[src/rtcc_pkg.sv]
package rtcc_pkg;

    // Timing: 128 Hz drives the first stage of the divider chain
    localparam int unsigned CLK_PERIOD_NS = 100;
    localparam int unsigned STAGE_PERIOD_NS = 7_812_500;
    localparam int unsigned STAGE_CYCLES = STAGE_PERIOD_NS / CLK_PERIOD_NS;

    // APB geometry
    localparam int unsigned ADDR_W = 12;
    localparam int unsigned DATA_W = 32;

    // Register indices; byte address is four times the index
    localparam logic [7:0] IDX_DIV = 8'hC0;
    localparam logic [7:0] IDX_SEC = 8'hC2;
    localparam logic [7:0] IDX_MIN = 8'hC4;
    localparam logic [7:0] IDX_HR = 8'hC6;
    localparam logic [7:0] IDX_WK = 8'hC8;
    localparam logic [7:0] IDX_DATE = 8'hCA;
    localparam logic [7:0] IDX_MON = 8'hCC;
    localparam logic [7:0] IDX_YEAR = 8'hCE;
    localparam logic [7:0] IDX_SEC_ALARM = 8'hD0;
    localparam logic [7:0] IDX_CTRL = 8'hE0;
    localparam logic [7:0] IDX_STATUS = 8'hE2;

    // Field masks: write masks, and DIV_MASK for divider reads
    localparam logic [7:0] DIV_MASK = 8'h7F;
    localparam logic [7:0] SEC_MASK = 8'h7F;
    localparam logic [7:0] MIN_MASK = 8'h7F;
    localparam logic [7:0] HR_MASK = 8'h3F;
    localparam logic [7:0] WK_MASK = 8'h07;
    localparam logic [7:0] DATE_MASK = 8'h3F;
    localparam logic [7:0] MON_MASK = 8'h1F;
    localparam logic [7:0] YEAR_MASK = 8'hFF;
    localparam int unsigned ALARM_EN_BIT = 7;

    // BCD limits
    localparam logic [7:0] ZERO = 8'h00;
    localparam logic [7:0] SEC_MAX = 8'h59;
    localparam logic [7:0] HR_MAX = 8'h23;
    localparam logic [7:0] WK_MAX = 8'h06;
    localparam logic [7:0] DATE_MIN = 8'h01;
    localparam logic [7:0] MON_MIN = 8'h01;
    localparam logic [7:0] MON_MAX = 8'h12;
    localparam logic [7:0] YEAR_MAX = 8'h99;
    localparam logic [7:0] ADJUST_HALF = 8'h30;
    localparam logic [7:0] FEB = 8'h02;
    localparam logic [7:0] DAYS_28 = 8'h28;
    localparam logic [7:0] DAYS_29 = 8'h29;
    localparam logic [7:0] DAYS_30 = 8'h30;
    localparam logic [7:0] DAYS_31 = 8'h31;
    localparam logic [6:0] DIV_FULL = 7'h7F;

    // Control and status bits
    localparam int unsigned CTRL_START_BIT = 0;
    localparam int unsigned CTRL_DIVRST_BIT = 1;
    localparam int unsigned CTRL_ADJUST_BIT = 2;
    localparam logic [7:0] CTRL_RESET = 8'h01;
    localparam int unsigned STAT_CARRY_BIT = 0;
    localparam int unsigned STAT_ALARM_BIT = 1;

    typedef struct packed {
        logic [7:0] year;
        logic [7:0] mon;
        logic [7:0] date;
        logic [7:0] wk;
        logic [7:0] hr;
        logic [7:0] min;
        logic [7:0] sec;
    } rtcc_time_t;

endpackage

[src/rtcc_calendar.sv]
// Functional notes
// - Divider status shows 64Hz to 1Hz stages
// - Divider reset or adjust clears divider
// - Divider status bit 7 reads zero
// - Divider and counters ignore power-on reset
// - Seconds BCD, advance on 1Hz carry
// - Minutes BCD 00-59, advance on seconds carry
// - Hours BCD 00-23, advance on minutes carry
// - Weekday 0-6, advances on daily carry
// - Weekday code 0 Sunday to 6 Saturday
// - Date BCD 01-31, advances daily
// - Month BCD, advances on date carry
// - Year two BCD digits, advances yearly
// - Leap year when year divisible by four
// - Second alarm compares when enable set
// - Alarm only when all enabled compares match
// - Power-on reset clears alarm enable and status flags, sets start
// - Carry flag set on divider/seconds count
module rtcc_calendar #(
    parameter int unsigned STAGE_CYCLES = rtcc_pkg::STAGE_CYCLES
) (
    input wire logic pclk, // APB clock, 10 MHz
    input wire logic presetn, // Power-on reset, async, active low
    input wire logic psel, // APB select
    input wire logic penable, // APB access phase
    input wire logic pwrite, // APB direction
    input wire logic [rtcc_pkg::ADDR_W-1:0] paddr, // APB byte address
    input wire logic [rtcc_pkg::DATA_W-1:0] pwdata, // APB write data
    output logic pready, // APB ready
    output logic [rtcc_pkg::DATA_W-1:0] prdata, // APB read data
    output logic pslverr, // APB error on unmapped address
    input wire logic other_alarm_enabled, // Some other alarm field enabled
    input wire logic other_alarm_match, // All enabled other fields match
    output logic alarm_event, // One-cycle alarm pulse
    output logic second_tick, // One-cycle pulse per seconds count
    output rtcc_pkg::rtcc_time_t time_now // Calendar state
);

    logic [$clog2(STAGE_CYCLES)-1:0] presc_q;
    logic [6:0] div_q;
    rtcc_pkg::rtcc_time_t cal_q;
    logic [6:0] alarm_sec_q;
    logic alarm_en_q;
    logic [7:0] ctrl_q;
    logic carry_flag_q;
    logic alarm_flag_q;
    logic match_q;
    logic alarm_event_q;
    logic second_tick_q;
    logic [7:0] rd_data_q;
    logic hit_q;

    logic setup;
    logic wr_acc;
    logic [7:0] wbyte;
    logic [7:0] rd_data;
    logic rd_hit;
    logic started;
    logic stage_tick;
    logic div_carry;
    logic div_clear;
    logic adjust_carry;
    logic sec_carry;
    logic min_carry;
    logic hr_carry;
    logic day_carry;
    logic mon_carry;
    logic leap;
    logic [7:0] last_day;
    logic match_d;
    logic wr_div_clear;

    function automatic logic [rtcc_pkg::ADDR_W-1:0] addr_of(input logic [7:0] idx);
        return rtcc_pkg::ADDR_W'({idx, 2'b00});
    endfunction

    function automatic logic [7:0] bcd_inc(input logic [7:0] v, input logic [7:0] top,
                                           input logic [7:0] bottom);
        logic [7:0] r;
        r = v;
        if (v == top)
        begin
            r = bottom;
        end
        else if (v[3:0] == 4'h9)
        begin
            r = {v[7:4] + 4'h1, 4'h0};
        end
        else
        begin
            r = {v[7:4], v[3:0] + 4'h1};
        end
        return r;
    endfunction

    function automatic logic wr_to(input logic [7:0] idx, input logic acc,
                                   input logic [rtcc_pkg::ADDR_W-1:0] a);
        return acc && (a == addr_of(idx));
    endfunction

    assign setup = psel && !penable;
    assign wr_acc = psel && penable && pwrite;
    assign wbyte = pwdata[7:0];
    assign started = ctrl_q[rtcc_pkg::CTRL_START_BIT];

    // Divider reset and adjust are one-shot actions on a control write
    assign wr_div_clear = wr_to(rtcc_pkg::IDX_CTRL, wr_acc, paddr)
                          && (wbyte[rtcc_pkg::CTRL_DIVRST_BIT] || wbyte[rtcc_pkg::CTRL_ADJUST_BIT]);
    assign div_clear = wr_div_clear;
    assign adjust_carry = wr_to(rtcc_pkg::IDX_CTRL, wr_acc, paddr) && wbyte[rtcc_pkg::CTRL_ADJUST_BIT]
                          && (cal_q.sec >= rtcc_pkg::ADJUST_HALF);

    // Carry chain
    assign stage_tick = started && (presc_q == ($clog2(STAGE_CYCLES))'(STAGE_CYCLES - 1)) && !div_clear;
    assign div_carry = stage_tick && (div_q == rtcc_pkg::DIV_FULL);
    assign sec_carry = (div_carry && (cal_q.sec == rtcc_pkg::SEC_MAX)) || adjust_carry;
    assign min_carry = sec_carry && (cal_q.min == rtcc_pkg::SEC_MAX);
    assign hr_carry = min_carry && (cal_q.hr == rtcc_pkg::HR_MAX);
    assign day_carry = hr_carry && (cal_q.date == last_day);
    assign mon_carry = day_carry && (cal_q.mon == rtcc_pkg::MON_MAX);

    // Two-digit year only: century years all count as leap
    always_comb
    begin
        if (!cal_q.year[4])
        begin
            leap = (cal_q.year[3:0] == 4'h0) || (cal_q.year[3:0] == 4'h4) || (cal_q.year[3:0] == 4'h8);
        end
        else
        begin
            leap = (cal_q.year[3:0] == 4'h2) || (cal_q.year[3:0] == 4'h6);
        end
    end

    always_comb
    begin
        case (cal_q.mon)
            rtcc_pkg::FEB: last_day = leap ? rtcc_pkg::DAYS_29 : rtcc_pkg::DAYS_28;
            8'h04, 8'h06, 8'h09, 8'h11: last_day = rtcc_pkg::DAYS_30;
            default: last_day = rtcc_pkg::DAYS_31;
        endcase
    end

    // Prescaler stands in for the oscillator front end
    always_ff @(posedge pclk or negedge presetn)
    begin
        if (!presetn)
        begin
            presc_q <= '0;
        end
        else if (div_clear || stage_tick)
        begin
            presc_q <= '0;
        end
        else if (started)
        begin
            presc_q <= presc_q + 1'b1;
        end
    end

    // No power-on reset: time must survive presetn
    always_ff @(posedge pclk)
    begin
        if (div_clear)
        begin
            div_q <= '0;
        end
        else if (stage_tick)
        begin
            div_q <= div_q + 7'h01;
        end
    end

    always_ff @(posedge pclk)
    begin
        if (wr_to(rtcc_pkg::IDX_CTRL, wr_acc, paddr) && wbyte[rtcc_pkg::CTRL_ADJUST_BIT])
        begin
            cal_q.sec <= rtcc_pkg::ZERO;
        end
        else if (wr_to(rtcc_pkg::IDX_SEC, wr_acc, paddr))
        begin
            cal_q.sec <= wbyte & rtcc_pkg::SEC_MASK;
        end
        else if (div_carry)
        begin
            cal_q.sec <= bcd_inc(cal_q.sec, rtcc_pkg::SEC_MAX, rtcc_pkg::ZERO);
        end
    end

    always_ff @(posedge pclk)
    begin
        if (wr_to(rtcc_pkg::IDX_MIN, wr_acc, paddr))
        begin
            cal_q.min <= wbyte & rtcc_pkg::MIN_MASK;
        end
        else if (sec_carry)
        begin
            cal_q.min <= bcd_inc(cal_q.min, rtcc_pkg::SEC_MAX, rtcc_pkg::ZERO);
        end
    end

    always_ff @(posedge pclk)
    begin
        if (wr_to(rtcc_pkg::IDX_HR, wr_acc, paddr))
        begin
            cal_q.hr <= wbyte & rtcc_pkg::HR_MASK;
        end
        else if (min_carry)
        begin
            cal_q.hr <= bcd_inc(cal_q.hr, rtcc_pkg::HR_MAX, rtcc_pkg::ZERO);
        end
    end

    always_ff @(posedge pclk)
    begin
        if (wr_to(rtcc_pkg::IDX_WK, wr_acc, paddr))
        begin
            cal_q.wk <= wbyte & rtcc_pkg::WK_MASK;
        end
        else if (hr_carry)
        begin
            cal_q.wk <= bcd_inc(cal_q.wk, rtcc_pkg::WK_MAX, rtcc_pkg::ZERO);
        end
    end

    always_ff @(posedge pclk)
    begin
        if (wr_to(rtcc_pkg::IDX_DATE, wr_acc, paddr))
        begin
            cal_q.date <= wbyte & rtcc_pkg::DATE_MASK;
        end
        else if (hr_carry)
        begin
            cal_q.date <= bcd_inc(cal_q.date, last_day, rtcc_pkg::DATE_MIN);
        end
    end

    always_ff @(posedge pclk)
    begin
        if (wr_to(rtcc_pkg::IDX_MON, wr_acc, paddr))
        begin
            cal_q.mon <= wbyte & rtcc_pkg::MON_MASK;
        end
        else if (day_carry)
        begin
            cal_q.mon <= bcd_inc(cal_q.mon, rtcc_pkg::MON_MAX, rtcc_pkg::MON_MIN);
        end
    end

    always_ff @(posedge pclk)
    begin
        if (wr_to(rtcc_pkg::IDX_YEAR, wr_acc, paddr))
        begin
            cal_q.year <= wbyte & rtcc_pkg::YEAR_MASK;
        end
        else if (mon_carry)
        begin
            cal_q.year <= bcd_inc(cal_q.year, rtcc_pkg::YEAR_MAX, rtcc_pkg::ZERO);
        end
    end

    // Alarm enable sees power-on reset; alarm seconds do not
    always_ff @(posedge pclk or negedge presetn)
    begin
        if (!presetn)
        begin
            alarm_en_q <= 1'b0;
        end
        else if (wr_to(rtcc_pkg::IDX_SEC_ALARM, wr_acc, paddr))
        begin
            alarm_en_q <= wbyte[rtcc_pkg::ALARM_EN_BIT];
        end
    end

    always_ff @(posedge pclk)
    begin
        if (wr_to(rtcc_pkg::IDX_SEC_ALARM, wr_acc, paddr))
        begin
            alarm_sec_q <= wbyte[6:0];
        end
    end

    always_ff @(posedge pclk or negedge presetn)
    begin
        if (!presetn)
        begin
            ctrl_q <= rtcc_pkg::CTRL_RESET;
        end
        else if (wr_to(rtcc_pkg::IDX_CTRL, wr_acc, paddr))
        begin
            ctrl_q <= {7'h00, wbyte[rtcc_pkg::CTRL_START_BIT]};
        end
    end

    // Set wins over a software clear in the same cycle
    always_ff @(posedge pclk or negedge presetn)
    begin
        if (!presetn)
        begin
            carry_flag_q <= 1'b0;
        end
        else if (stage_tick || div_carry)
        begin
            carry_flag_q <= 1'b1;
        end
        else if (wr_to(rtcc_pkg::IDX_STATUS, wr_acc, paddr) && !wbyte[rtcc_pkg::STAT_CARRY_BIT])
        begin
            carry_flag_q <= 1'b0;
        end
    end

    // Disabled fields are ignored; at least one field must be enabled
    always_comb
    begin
        match_d = (alarm_en_q || other_alarm_enabled) && other_alarm_match
                  && (!alarm_en_q || (cal_q.sec[6:0] == alarm_sec_q));
    end

    always_ff @(posedge pclk or negedge presetn)
    begin
        if (!presetn)
        begin
            match_q <= 1'b0;
            alarm_event_q <= 1'b0;
            second_tick_q <= 1'b0;
        end
        else
        begin
            match_q <= match_d;
            alarm_event_q <= match_d && !match_q;
            second_tick_q <= div_carry;
        end
    end

    always_ff @(posedge pclk or negedge presetn)
    begin
        if (!presetn)
        begin
            alarm_flag_q <= 1'b0;
        end
        else if (match_d && !match_q)
        begin
            alarm_flag_q <= 1'b1;
        end
        else if (wr_to(rtcc_pkg::IDX_STATUS, wr_acc, paddr) && !wbyte[rtcc_pkg::STAT_ALARM_BIT])
        begin
            alarm_flag_q <= 1'b0;
        end
    end

    always_comb
    begin
        rd_hit = 1'b1;
        rd_data = rtcc_pkg::ZERO;
        case (paddr)
            addr_of(rtcc_pkg::IDX_DIV): rd_data = {1'b0, div_q} & rtcc_pkg::DIV_MASK;
            addr_of(rtcc_pkg::IDX_SEC): rd_data = cal_q.sec;
            addr_of(rtcc_pkg::IDX_MIN): rd_data = cal_q.min;
            addr_of(rtcc_pkg::IDX_HR): rd_data = cal_q.hr;
            addr_of(rtcc_pkg::IDX_WK): rd_data = cal_q.wk;
            addr_of(rtcc_pkg::IDX_DATE): rd_data = cal_q.date;
            addr_of(rtcc_pkg::IDX_MON): rd_data = cal_q.mon;
            addr_of(rtcc_pkg::IDX_YEAR): rd_data = cal_q.year;
            addr_of(rtcc_pkg::IDX_SEC_ALARM): rd_data = {alarm_en_q, alarm_sec_q};
            addr_of(rtcc_pkg::IDX_CTRL): rd_data = ctrl_q;
            addr_of(rtcc_pkg::IDX_STATUS): rd_data = {6'h00, alarm_flag_q, carry_flag_q};
            default: rd_hit = 1'b0;
        endcase
    end

    // Read data captured in the setup cycle so prdata comes from a flop
    always_ff @(posedge pclk or negedge presetn)
    begin
        if (!presetn)
        begin
            rd_data_q <= rtcc_pkg::ZERO;
            hit_q <= 1'b0;
        end
        else if (setup)
        begin
            rd_data_q <= rd_data;
            hit_q <= rd_hit;
        end
    end

    assign pready = 1'b1;
    assign pslverr = psel && penable && !hit_q;
    assign prdata = {24'h00_0000, rd_data_q};
    assign alarm_event = alarm_event_q;
    assign second_tick = second_tick_q;
    assign time_now = cal_q;
endmodule

[config.mk]
export PLATFORM = sky130hd
export DESIGN_NAME = rtcc_calendar
export DESIGN_NICKNAME = d
export VERILOG_FILES = /design/src/rtcc_pkg.sv /design/src/rtcc_calendar.sv
export SDC_FILE = /design/constraint.sdc
export NUM_CORES = 1
export LEC_CHECK = 0
export ABC_AREA = 1
export BUFFER_PORTS_ARGS = -buffer_cell sky130_fd_sc_hd__clkbuf_2
export CORE_UTILIZATION = 56
export DETAILED_ROUTE_END_ITERATION = 10
export PLACE_DENSITY = 0.84
export RECOVER_POWER = 25
export SYNTH_ARGS = -nofsm -noshare
export SYNTH_HDL_FRONTEND = slang
export SYNTH_SLANG_ARGS = --single-unit
[constraint.sdc]
create_clock -name pclk -period 2.3 [get_ports pclk]
set_input_delay 0.115 -clock pclk [delete_from_list [all_inputs] [get_ports pclk]]
set_output_delay 0.115 -clock pclk [all_outputs]
set_load 0.1 [all_outputs]
---- Word level (Yosys, flattened, before mapping) ----
Index checks and enable logic that the tools add are counted.
Widths: inputs -> output; s select.
cells by class
  muxes and demuxes ....................... 39
  order comparisons ....................... 1
  add/sub/neg operators ................... 16
  reduce and logical (&&, ||, !) cells .... 84
  eq/ne operators ......................... 37
operators by type and width
  cell                   count
  $eq 12x10->1 const B   11
  $mux 8                 16
  $pmux 8 s11            1
  $add 4x1->4 const B    14
  $mux 17                2
  $eq 4x4->1 const B     8
  $reduce_bool 2->1      16
  $logic_and 1x1->1      30
  $mux 7                 4
  $eq 8x3->1 const B     3
  $mux 6                 4
  $reduce_and 2->1       12
  $reduce_bool 3->1      6
  $add 17x1->17 const B  1
  $eq 17x17->1 const B   1
  $eq 8x5->1 const B     2
  $eq 8x7->1 const B     2
  $reduce_or 11->1       1
  $mux 5                 2
  $pmux 5 s2             1
  $logic_or 1x1->1       9
  $eq 4x3->1 const B     2
  $eq 8x2->1 const B     1
  $eq 8x4->1 const B     1
  14 further kinds       27
word-level totals
  output and inout bits ................... 92
  flip-flop bits (word level) ............. 103
  bits of input ports ..................... 51
  logic and storage cells ................. 209

---- Logic depth before layout (Yosys ltp) ----
Gate-level depths: netlist of run 1.
  word-level depth ........................ 15
  gate-level depth with buffers ........... 15

---- Worst setup path after synthesis of run 1 ----
No wires, ideal clock.
  kind .................................... register to register
  start ................................... register cal_q, in the netlist time_now[0]
  end ..................................... register cal_q, in the netlist time_now[52] (enable)
  period minus slack after synthesis ...... 2.781 ns
  arrival time ............................ 2.464 ns
  buffers on the path ..................... 0
  path slack .............................. -0.481 ns
  required time ........................... 1.982 ns
  cell stages (with the launch flop) ...... 10
  path through ............................ dfxtp_1 > ha_1 > nand3_1 > nor2_1 > nand4_1 > nand2_2 > nand2_4 > nor2_8 > nand3_2 > o21ai_2
on the way
  cells in the longest elaborated chain, start to end .. 9
  elaborated cells between the ends (all ways) .. 11
ends and longest elaborated chain
  what                                         line                                        source
  start, declared                              rtcc_calendar.sv:41                         rtcc_pkg::rtcc_time_t cal_q;
  $ge 8x6->1 or $eq 8x7->1 (tied branches)     rtcc_calendar.sv:111, rtcc_calendar.sv:116
  $logic_and 1x1->1, on equally long branches  rtcc_calendar.sv:111, rtcc_calendar.sv:116
  $logic_or 1x1->1 (*)                         rtcc_calendar.sv:116                        assign sec_carry = (div_carry && (cal_q.sec == rtcc_pkg::SEC_MAX)) || adjust_carry;
  $logic_and 1x1->1 (*)                        rtcc_calendar.sv:117                        assign min_carry = sec_carry && (cal_q.min == rtcc_pkg::SEC_MAX);
  $logic_and 1x1->1 (*)                        rtcc_calendar.sv:118                        assign hr_carry = min_carry && (cal_q.hr == rtcc_pkg::HR_MAX);
  $logic_and 1x1->1 (*)                        rtcc_calendar.sv:119                        assign day_carry = hr_carry && (cal_q.date == last_day);
  $logic_and 1x1->1 (*)                        rtcc_calendar.sv:120                        assign mon_carry = day_carry && (cal_q.mon == rtcc_pkg::MON_MAX);
  $reduce_bool 2->1 (no line) (*)              -
  $reduce_and 2->1 (no line) (*)               -
Mark *: on every way between the ends. The rest lies on a longest branch, timed or not.
A chain may end at the register's enable or synchronous reset.

---- Final worst setup path of run 1 ----
  start ................................... register presc_q[10]
  end ..................................... register cal_q, in the netlist time_now[49] (enable)
on the way
  cells in the longest elaborated chain, start to end .. 11
ends and longest elaborated chain
  what                            line                  source
  start, declared                 rtcc_calendar.sv:39   logic [$clog2(STAGE_CYCLES)-1:0] presc_q;
  start signal, assigned          rtcc_calendar.sv:157  presc_q <= presc_q + 1'b1;
  $eq 17x17->1                    rtcc_calendar.sv:114  assign stage_tick = started && (presc_q == ($clog2(STAGE_CYCLES))'(STAGE_CYCLES - 1)) && !div_clear;
  $logic_and 1x1->1 (2 in a row)  rtcc_calendar.sv:114
  $logic_and 1x1->1               rtcc_calendar.sv:115  assign div_carry = stage_tick && (div_q == rtcc_pkg::DIV_FULL);
  $logic_and 1x1->1               rtcc_calendar.sv:116
  $logic_or 1x1->1                rtcc_calendar.sv:116
  $logic_and 1x1->1               rtcc_calendar.sv:117
  $logic_and 1x1->1               rtcc_calendar.sv:118
  $logic_and 1x1->1               rtcc_calendar.sv:119
  $logic_and 1x1->1               rtcc_calendar.sv:120
  $reduce_bool 2->1 (no line)     -
No other way between the ends.

==> results by group, run 1 <==
Setup path
  – Element type at the critical path end: register
  – Worst setup endpoint: time_now[49]
  – CP arrival: 2.25 ns
  – Reg2reg path depth: 11
  – Critical path class: reg2reg
  – Crit path max fanout: 4
  – RR Endpoint: time_now[49]
  – Critical Path Start: presc_q[10]
  – CP required: 2.35 ns
  – Reg-to-reg setup timing slack: 0.10 ns
  – Worst Setup Start Kind: register
  – Launch point of the worst reg-to-reg path: presc_q[10]

Cells and area
  – FILL cells: 1017
  – Share of post-route cells with drive strength above 1: 19.4%
  – Antenna cells: 0
  – Layout area overhead: 17.1%
  – Final design area excluding fillers: 8260 um2
  – Final core occ: 67.9%
  – # nets final: 1119

Timing
  – Final WS setup: 0.102 ns
  – Slew Viols, Final: 0
  – Tightest Pin Transition: 1.18 ns
  – Worst Hold Slack: 0.0772 ns
  – Min cycle time layout: 2.20 ns
  – Setup violations, final: 0
  – Max Fclk: 455 MHz
  – Final hold vios: 0
  – Final Cycle Share: 95.6%
  – Setup TNS: 0 ns
  – Final Skew: 0.0136 ns
  – Relative slew slack: 21.4%

Floorplanning
  – Starting density of the core: 58.0%
  – Die ar.: 13000 um2
  – FP Rows: 40
  – Core area: 12200 um2
  – Die Y: 114 um
  – Die Width: 114 um
  – I/O pin cnt: 143

Yosys
  – Dominant cells by area after synthesis: edfxtp_1 (18%), dfrtp_1 (11%), dfxtp_1 (7.9%), nand2_1 (7.3%), nand3_1 (7.2%)
  – Post-synth EDFFs: 42
  – Synth Warn #: 0
  – Leading area contributor after synthesis: edfxtp_1
  – Top cell type's share of synthesized area: 17.9%
  – Post-Syn Area: 7050 um2
  – Post-Synthesis Cells: 914
  – Post-synthesis sequential area ratio: 37.6%
  – Synth Register Bits: 103
  – Async set-reset flop share out of synthesis: 32.0%
  – Ys flop type: edfxtp_1
  – Synth unique cells: 53
  – Syn avg cell area: 7.72 um2

Drt
  – Routed len/inst: 17.0 um
  – Total routed wirelength: 20.7 mm
  – Iter 0 DRT Violations: 885
  – Routed Antenna Nets: 0
  – Residual DRC: 0
  – Drt via density: 5.94
  – Via Count: 7213
  – First-pass DRT Iterations: 6

Global routing
  – Vias in the first global route: 6379
  – Antenna violations before repair: 0
  – GRT Util Overall: 32.3%
  – Remaining Overflow, GRT: 0
  – First-pass GRT wire length: 32.1 mm
  – Largest net degree at the start of global routing: 34

Place
  – Cell Area, Placed: 7860 um2
  – DP Worst Slack: 0.0142 ns
  – GP Congestion: 0.989
  – Dpl hpwl: 15.9 mm
  – Count of buffers from port buffering: 93

Clocking
  – Clock buffer count from CTS: 9
  – H-tree depth: 3
  – Clk root buf: clkbuf_16
  – Clock Path Buffers: 2
  – Clk_lat worst skew: 0.37 ns
  – Clock transition at path regs: 0.07 ns
  – Sink Count: 103
  – CTS tree: yes

Run status
  – Outcome: finished, final reports clean

Flow run
  – Max-cap violations: 0

Power and ir drop
  – PD cells: 481 nW/um2
  – Max rail drop VDD: 0.354 mV
  – Leakage dissipation: 3.87 nW

Min path
  – Hold Crit Class: in2reg
-- registers in the layout, summed over array words and instances, names as in the netlist, 7 cells and up --
name         flops
rd_data_q        8
presc_q         17
time_now        56
alarm_sec_q      7
div_q            7
-- where the power goes --
group          switching (mW)  internal (mW)  total [mW]
Sequential            0.00217           1.90        1.90
Clock                   0.740           1.00        1.74
Combinational           0.293         0.0371       0.330
-- cell families after synthesis --
family | Yosys count | share of synthesized area (%)
and+or+nand+nor | 430 | 30.5
other | 2 | 0.106
adders and majority gates | 26 | 4.61
xor gates and xnor gates | 32 | 3.97
buffers and inverters | 175 | 11.0
muxes | 1 | 0.160
AOI/OAI and AO/OA | 145 | 12.1
DFF | 103 | 37.6
-- stage by stage --
stage | std cells | power [mW]
global route | 1215 | 4.04
global placement | 1191 | 2.26
detailed placement | 1191 | 2.26
CTS | 1211 | 3.96
finish | 1215 | 3.97
floorplan | 937 | 2.22
-- Yosys cell counts, types with 2 or more instances --
cell and number:
o22ai_1 34, o21ai_0 55, nand3_2 4, nand2_1 137, nor2_1 78, o21a_1 3, nand2_4 2, dfxtp_1 28
nor3b_1 3, nor2_8 2, xnor2_1 9, nand3_1 102, xor2_1 23, nand4_2 2, nor4_1 10, edfxtp_1 42
o21ai_2 6, o31ai_1 2, nand3_4 2, buf_4 27, o221ai_1 4, buf_2 8, nor3_2 2, ha_1 26
clkbuf_1 3, dfrtp_1 32, a22o_1 2, o21ai_1 7, nor3_1 29, nor2_4 6, a21oi_1 21, nand4_1 30
nand3b_1 4, nand2_2 7, conb_1 2, a31oi_1 6, nor2_2 5, inv_1 129, clkinv_1 2, inv_2 5
-- worst min path at each step --
| stage | cells past startpoint | endpoint | slack [ns] | start |
|---|---|---|---|---|
| after floorplan | 0 | alarm_en_q | -0.18 | presetn |
| after global placement | 1 | presc_q[8] | 0.25 | presetn |
| after detailed placement | 1 | presc_q[9] | 0.25 | presetn |
| after CTS | 1 | alarm_sec_q[6] | 0.003 | pwdata[6] |
| after global routing | 1 | alarm_sec_q[6] | 0.1 | pwdata[6] |
| final | 1 | alarm_sec_q[6] | 0.08 | pwdata[6] |
-- layout by cell type, fill, tap and decap left out, types with 9 or more instances in the layout --
master and count:
nand2_1 132, inv_1 120, nand3_1 98, nor2_1 75
clkbuf_2 67, o21ai_0 51, edfxtp_1 42, buf_4 35
o22ai_1 34, dfrtp_1 31, nand4_1 30, nor3_1 28
clkbuf_1 27, conb_1 25, xor2_1 23, dfxtp_1 22
a21oi_1 21, ha_1 21, inv_2 14, nand2_2 12
o21ai_1 11, nor4_1 10, xnor2_1 9, clkbuf_16 9
-- critical path, cell delays in order, from the launching register on --
cell and delay, ns:
dfrtp_1 0.42, nor2_1 0.16, nand2_1 0.09, nor2_2 0.12
nand3_1 0.10, nor2_2 0.16, nand4_1 0.18, nand2_2 0.15
nand2_4 0.08, nor2_8 0.15, nand3_4 0.09, nand2_1 0.16
-- metal layers --
metal | vias to the layer above | global-route usage (%) | wire (um)
li1 | 3338 | - | -
met1 | 3340 | 44.8 | 8480
met2 | 477 | 48.8 | 9170
met3 | 58 | 5.72 | 2320
met4 | 0 | 15.6 | 716
met5 | - | 0 | 0
-- final cells by class --
cell class	instances	area (um2)	share of cell area, %
clock buffer	10	239	2.89
clock inverter	6	97.6	1.18
timing repair buffer	133	739	8.95
tap	168	210	2.54
multi-input combinational	659	3810	46.1
sequential	103	2660	32.2
inverter	136	510	6.18
-- timing repair --
action	CTS	global route
setup endpoints to repair	0	37
hold buffers	4	0
setup buffers	0	4
resized for setup	0	12
hold endpoints to repair	35	0
No activity file was read; power rests on OpenSTA's default activity.
==> run 2, diff against run 1 <==
- MAX_ROUTING_LAYER: unset -> met4
==> run 2 against run 1 <==
  * The flow now finishes with violations (capacitance limit, slew limit)
  * First-iteration DRC count shrank 11%
  * Via count is essentially flat
  * Cell area shrank 0.42%
  * Critical path depth is the same
  * Count of clock-buffer cells in the layout grew 1
  * Sequential power is essentially flat
  * Combinational power is essentially flat
  * Final cell count grew 0.25%
  * Largest power group unchanged
==> results by group, run 2 (synthesis results as in run 1) <==
Drt
  – Via Count: 7217 (+0.055%)
  – Routed Antenna Nets: 0 (unchanged)
  – Residual DRC: 0 (unchanged)
  – Routed len/inst: 17.1 um (+0.23%)
  – Drt via density: 5.93 (-0.19%)
  – First-pass DRT Iterations: 6 (unchanged)
  – Total routed wirelength: 20.8 mm (+0.47%)
  – Iter 0 DRT Violations: 789 (-11%)

Setup path
  – Element type at the critical path end: register
  – CP max-delay cell: dfrtp_1
  – Critical Path Start: presc_q[0]
  – Worst path cell trace: inv_2 > ha_4 > nand3_2 > nor2_1 > nand3_2 > nor2_2 > nand4_2 > a21oi_1 > nand4_1 > nand3_1 > nand2_1
  – CP required: 2.54 ns (+0.19 ns)
  – CP arrival: 2.45 ns (+0.20 ns)
  – Crit path max fanout: 4 (unchanged)
  – Crit path top cell by count: nand3_2
  – Worst Setup Start Kind: register
  – Worst path max stage delay: 0.41 ns (about the same)
  – Launch point of the worst reg-to-reg path: presc_q[0]
  – Critical path class: reg2reg
  – CP delay by family, top: simple AND/OR/NAND/NOR gates
  – WP buf/inv: 1 (+1)

Min path
  – HP Start: pwdata[6]
  – Hold Crit Class: in2reg

Timing
  – Final WS setup: 0.0838 ns (-0.0184 ns)
  – Slew Viols, Final: 34 (+34)
  – Setup violations, final: 0 (unchanged)
  – Final Skew: 0.0130 ns (-0.000571 ns)
  – Relative slew slack: -19.9% (-41 points)
  – Max Fclk: 451 MHz (-0.83%)
  – Tightest Pin Transition: 1.80 ns (+0.614 ns)
  – Final hold vios: 0 (unchanged)
  – Min cycle time layout: 2.22 ns (+0.0184 ns)
  – Final Cycle Share: 96.4% (+0.80 points)

Clocking
  – Clock transition at path regs: 0.07 ns (about the same)
  – Sink Count: 103 (unchanged)
  – Clk root buf: clkbuf_16
  – Clock buffer count from CTS: 9 (unchanged)
  – Clock Path Buffers: 2 (unchanged)
  – Clk_lat worst skew: 0.36 ns (about the same)
  – H-tree depth: 3 (unchanged)
  – CTS tree: yes

Floorplanning
  – Die ar.: 13000 um2 (unchanged)
  – Die Y: 114 um (unchanged)
  – Core area: 12200 um2 (unchanged)
  – FP Rows: 40 (unchanged)
  – Die Width: 114 um (unchanged)
  – Starting density of the core: 58.0% (unchanged)
  – I/O pin cnt: 143 (unchanged)

Place
  – Count of buffers from port buffering: 93 (unchanged)
  – Cell Area, Placed: 7860 um2 (unchanged)
  – GP Congestion: 0.994 (+0.49%)
  – Dpl hpwl: 15.9 mm (+0.25%)
  – DP Worst Slack: -0.0230 ns (-0.0373 ns)

Flow run
  – Max-cap violations: 1 (+1)

Global routing
  – Met3 GRT Util: 7.46% (+1.7 points)
  – Remaining Overflow, GRT: 0 (unchanged)
  – GRT met2 Usage: 48.6% (-0.28 points)
  – Antenna violations before repair: 0 (unchanged)
  – Peak-usage layer in the global routing report: met2
  – Largest net degree at the start of global routing: 34 (unchanged)
  – Met1 track utilization from global routing: 44.7% (-0.049 points)
  – First-pass GRT wire length: 31.9 mm (-0.64%)
  – Vias in the first global route: 6213 (-2.6%)
  – GRT Util Overall: 33.2% (+0.90 points)

Cells and area
  – Commonest non-fill, non-tap cells in the layout: nand2_1 (132), inv_1 (120), nand3_1 (97)
  – # nets final: 1122 (+0.27%)
  – Final design area excluding fillers: 8230 um2 (-0.42%)
  – Multi-input logic area: 3800 um2 (-0.13%)
  – FILL cells: 1003 (-1.4%)
  – Share of post-route cells with drive strength above 1: 19.0% (-0.34 points)
  – Layout area overhead: 16.6%
  – Max reg flops: 56 (unchanged)
  – Commonest non-fill, non-tap cell in the layout: nand2_1
  – FF+latch area: 2660 um2 (unchanged)
  – Final core occ: 67.6% (-0.29 points)
  – Antenna cells: 0 (unchanged)

Power and ir drop
  – PD cells: 456 nW/um2 (-5.2%)
  – Leakage dissipation: 3.86 nW (-0.24%)
  – Max rail drop VDD: 0.291 mV (-18%)

Run status
  – Outcome: finished, violations left
  – Failing checks: capacitance limit, slew limit
==> run 2: repair_timing <==
| action | 4_1_cts | 5_1_grt |
|---|---|---|
| hold buffers | 4 | 0 |
| pin swaps | 1 | 8 |
| gates resized for setup | 2 | 8 |
| endpoints found under the setup margin | 4 | 28 |
| hold endpoints to repair | 35 | 0 |
| setup buffers | 0 | 7 |
==> run 2: cell type report <==
class / count / area share, %
Timing Repair Buffer: 136 / 9.26
Clock buffer: 11 / 2.83
Sequential cell: 103 / 32.3
Clock inverter: 5 / 0.624
Inverter: 136 / 6.21
Multi-Input combinational cell: 659 / 46.2
Tap cell: 168 / 2.56
==> run 2: per-layer routing <==
metal | routed length, um | up-vias
met2 | 9210 | 459
met1 | 8630 | 3355
met5 | 0 | -
met3 | 2330 | 62
met4 | 616 | 0
li1 | - | 3341
==> run 2: power by group <==
part	switching, mW	internal, mW	leakage, nW
sequential	0.00217	1.90	1.00
clock	0.680	0.838	0.139
combinational	0.292	0.0369	2.72
total	0.975	2.77	3.86
==> run 2: stage by stage <==
| step | instances | power (mW) | hold WS (ns) | setup TNS, ns |
|---|---|---|---|---|
| 3_5_place_dp | 1191 | 2.26 | 0.255 | -0.0921 |
| 4_1_cts | 1211 | 3.74 | 0.0116 | 0 |
| 2_1_floorplan | 937 | 2.22 | -0.181 | -5.73 |
| 3_3_place_gp | 1191 | 2.26 | 0.248 | 0 |
| 5_1_grt | 1218 | 3.83 | 0.0969 | -0.0726 |
| 6_report | 1218 | 3.75 | 0.0921 | 0 |
==> run 2: worst paths after layout <==
path	depth (start not counted)	slack (ns)	end
max	11	0.08	time_now[45]
min	1	0.09	alarm_sec_q[6]
max reg2reg	11	0.08	time_now[45]
min reg2reg	1	0.43	alarm_event
max in group asynchronous	2	0.48	rd_data_q[7]
min in group asynchronous	2	0.78	alarm_en_q
==> run 3, diff against run 2 <==
==> constraint.sdc (replaced) <==
create_clock -name pclk -period 2.3 [get_ports pclk]
set_input_delay 0 -clock pclk [delete_from_list [all_inputs] [get_ports pclk]]
set_output_delay 0 -clock pclk [all_outputs]
set_load 0.1 [all_outputs]
==> run 3 against run 2 <==
  * The run still ends with capacitance limit, slew limit left
  * Flip-flop and latch count unchanged
  * Register-to-register slack better by 0.03 ns
  * Global-route usage up 0.53 points
  * Non-clock buffer count up 2
  * First-iteration DRC count down 5.7%
  * Wire length up 0.18%
  * Combinational power up 3%
  * Largest cell class unchanged
==> results by group, run 3 (synthesis results as in run 1) <==
Run status
  – Outcome: finished, violations left
  – Failing checks: capacitance limit, slew limit

Setup path
  – Reg-to-reg setup timing slack: 0.12 ns (+0.03 ns)
  – Worst setup endpoint: time_now[54]
  – Crit path max fanout: 4 (unchanged)
  – CP arrival: 2.24 ns (-0.21 ns)
  – Reg2reg path depth: 10 (-1)
  – CP required: 2.35 ns (-0.19 ns)
  – RR Endpoint: time_now[54]
  – Critical Path Start: ctrl_q[0]
  – Critical path class: reg2reg
  – Launch point of the worst reg-to-reg path: ctrl_q[0]
  – Worst Setup Start Kind: register
  – Element type at the critical path end: register

Drt
  – Via Count: 7221 (+0.055%)
  – First-pass DRT Iterations: 6 (unchanged)
  – Total routed wirelength: 20.8 mm (+0.18%)
  – Routed Antenna Nets: 0 (unchanged)
  – Drt via density: 5.92 (-0.11%)
  – Routed len/inst: 17.1 um (about the same)
  – Residual DRC: 0 (unchanged)
  – Iter 0 DRT Violations: 744 (-5.7%)

Global routing
  – Remaining Overflow, GRT: 0 (unchanged)
  – Antenna violations before repair: 0 (unchanged)
  – GRT Util Overall: 33.7% (+0.53 points)
  – Vias in the first global route: 6442 (+3.7%)
  – First-pass GRT wire length: 32.7 mm (+2.5%)
  – Largest net degree at the start of global routing: 34 (unchanged)

Cells and area
  – Final design area excluding fillers: 8270 um2 (+0.53%)
  – Antenna cells: 0 (unchanged)
  – Final cell count without fillers: 1220 (+0.16%)
  – Layout area overhead: 17.3%
  – Final core occ: 68.0% (+0.36 points)
  – Max reg flops: 56 (unchanged)
  – # nets final: 1124 (+0.18%)
  – Commonest non-fill, non-tap cell in the layout: nand2_1
  – Commonest non-fill, non-tap cells in the layout: nand2_1 (132), inv_1 (122), nand3_1 (97)
  – Share of post-route cells with drive strength above 1: 18.7% (-0.32 points)

Power and ir drop
  – Max rail drop VDD: 0.376 mV (+30%)
  – Leakage dissipation: 3.87 nW (about the same)
  – Pwr Total: 3.75 mW (about the same)
  – PD cells: 453 nW/um2 (-0.55%)

Floorplanning
  – Die Width: 114 um (unchanged)
  – I/O pin cnt: 143 (unchanged)
  – Core area: 12200 um2 (unchanged)
  – Die ar.: 13000 um2 (unchanged)
  – Starting density of the core: 58.0% (unchanged)
  – Die Y: 114 um (unchanged)
  – FP Rows: 40 (unchanged)

Place
  – Cell Area, Placed: 7870 um2 (about the same)
  – Dpl hpwl: 16.0 mm (+0.57%)
  – Count of buffers from port buffering: 93 (unchanged)
  – GP Congestion: 0.992 (-0.17%)
  – DP Worst Slack: 0.0492 ns (+0.0722 ns)
  – Placed insts: 1192 (+0.084%)

Timing
  – Final WS setup: 0.116 ns (+0.0322 ns)
  – Min cycle time layout: 2.18 ns (-0.0322 ns)
  – Worst Hold Slack: 0.0232 ns (-0.0689 ns)
  – Setup violations, final: 0 (unchanged)
  – Final Skew: 0.0146 ns (+0.00161 ns)
  – Final Cycle Share: 95.0% (-1.4 points)
  – Slew Viols, Final: 34 (unchanged)
  – Tightest Pin Transition: 1.86 ns (+0.0591 ns)
  – Setup TNS: 0 ns (unchanged)
  – Max Fclk: 458 MHz (+1.5%)
  – Final hold vios: 0 (unchanged)
  – Relative slew slack: -23.8% (-3.9 points)

Flow run
  – Max-cap violations: 1 (unchanged)

Clocking
  – Clk root buf: clkbuf_16
  – Clock transition at path regs: 0.07 ns (about the same)
  – Clk_lat worst skew: 0.36 ns (about the same)
  – Clock Path Buffers: 2 (unchanged)
  – Sink Count: 103 (unchanged)
  – Clock buffer count from CTS: 9 (unchanged)
  – H-tree depth: 3 (unchanged)
  – CTS tree: yes

Min path
  – Hold Crit Class: in2reg
run 3: timing repair:
action / 4_1_cts / 5_1_grt
setup endpoints to repair: 0 / 31
gates resized for setup: 0 / 11
hold buffers: 10 / 0
buffers inserted: 0 / 2
hold endpoints to repair: 46 / 0
run 3: how the worst min path moves through the flow:
| stage | start | to | slack [ns] | cells after the start |
|---|---|---|---|---|
| floorplan | presetn | alarm_en_q | -0.30 | 0 |
| global placement | presetn | presc_q[8] | 0.14 | 1 |
| detailed placement | presetn | presc_q[9] | 0.15 | 1 |
| CTS | penable | rd_data_q[3] | 0.02 | 3 |
| global route | penable | rd_data_q[3] | 0.05 | 3 |
| finish | penable | rd_data_q[1] | 0.02 | 3 |
run 3: metal layers:
| metal | GRT usage (%) | wire length (um) |
|---|---|---|
| met4 | 14.5 | 792 |
| met2 | 49.3 | 9180 |
| met5 | - | 0 |
| met1 | 45.7 | 8580 |
| met3 | 6.35 | 2270 |
run 3: where the power goes:
part | leakage [nW] | switching, mW | total, mW | internal, mW
logic | 2.73 | 0.295 | 0.338 | 0.0437
clock network | 0.135 | 0.672 | 1.51 | 0.836
registers | 1.00 | 0.00230 | 1.90 | 1.90
total | 3.87 | 0.969 | 3.75 | 2.78
run 3: worst max-delay path, cell delays in order (launching register included):
cell and delay (ns):
dfstp_2 0.53, nand3_1 0.08, nor2_2 0.17, nand3_2 0.13, nor2_4 0.14, nand4_1 0.17
nand2_2 0.15, nand2_4 0.08, nor2_8 0.15, nand3_4 0.10, o21ai_4 0.18
run 3: area by class of cell:
cell class	instances	area, um2
repair buffers	138	796
clock buffers	11	233
inverters	136	510
clock inverters	5	50.0
flip-flops and latches	103	2660
fillers	1049	3890
multi-input cells	659	3810
well taps	168	210
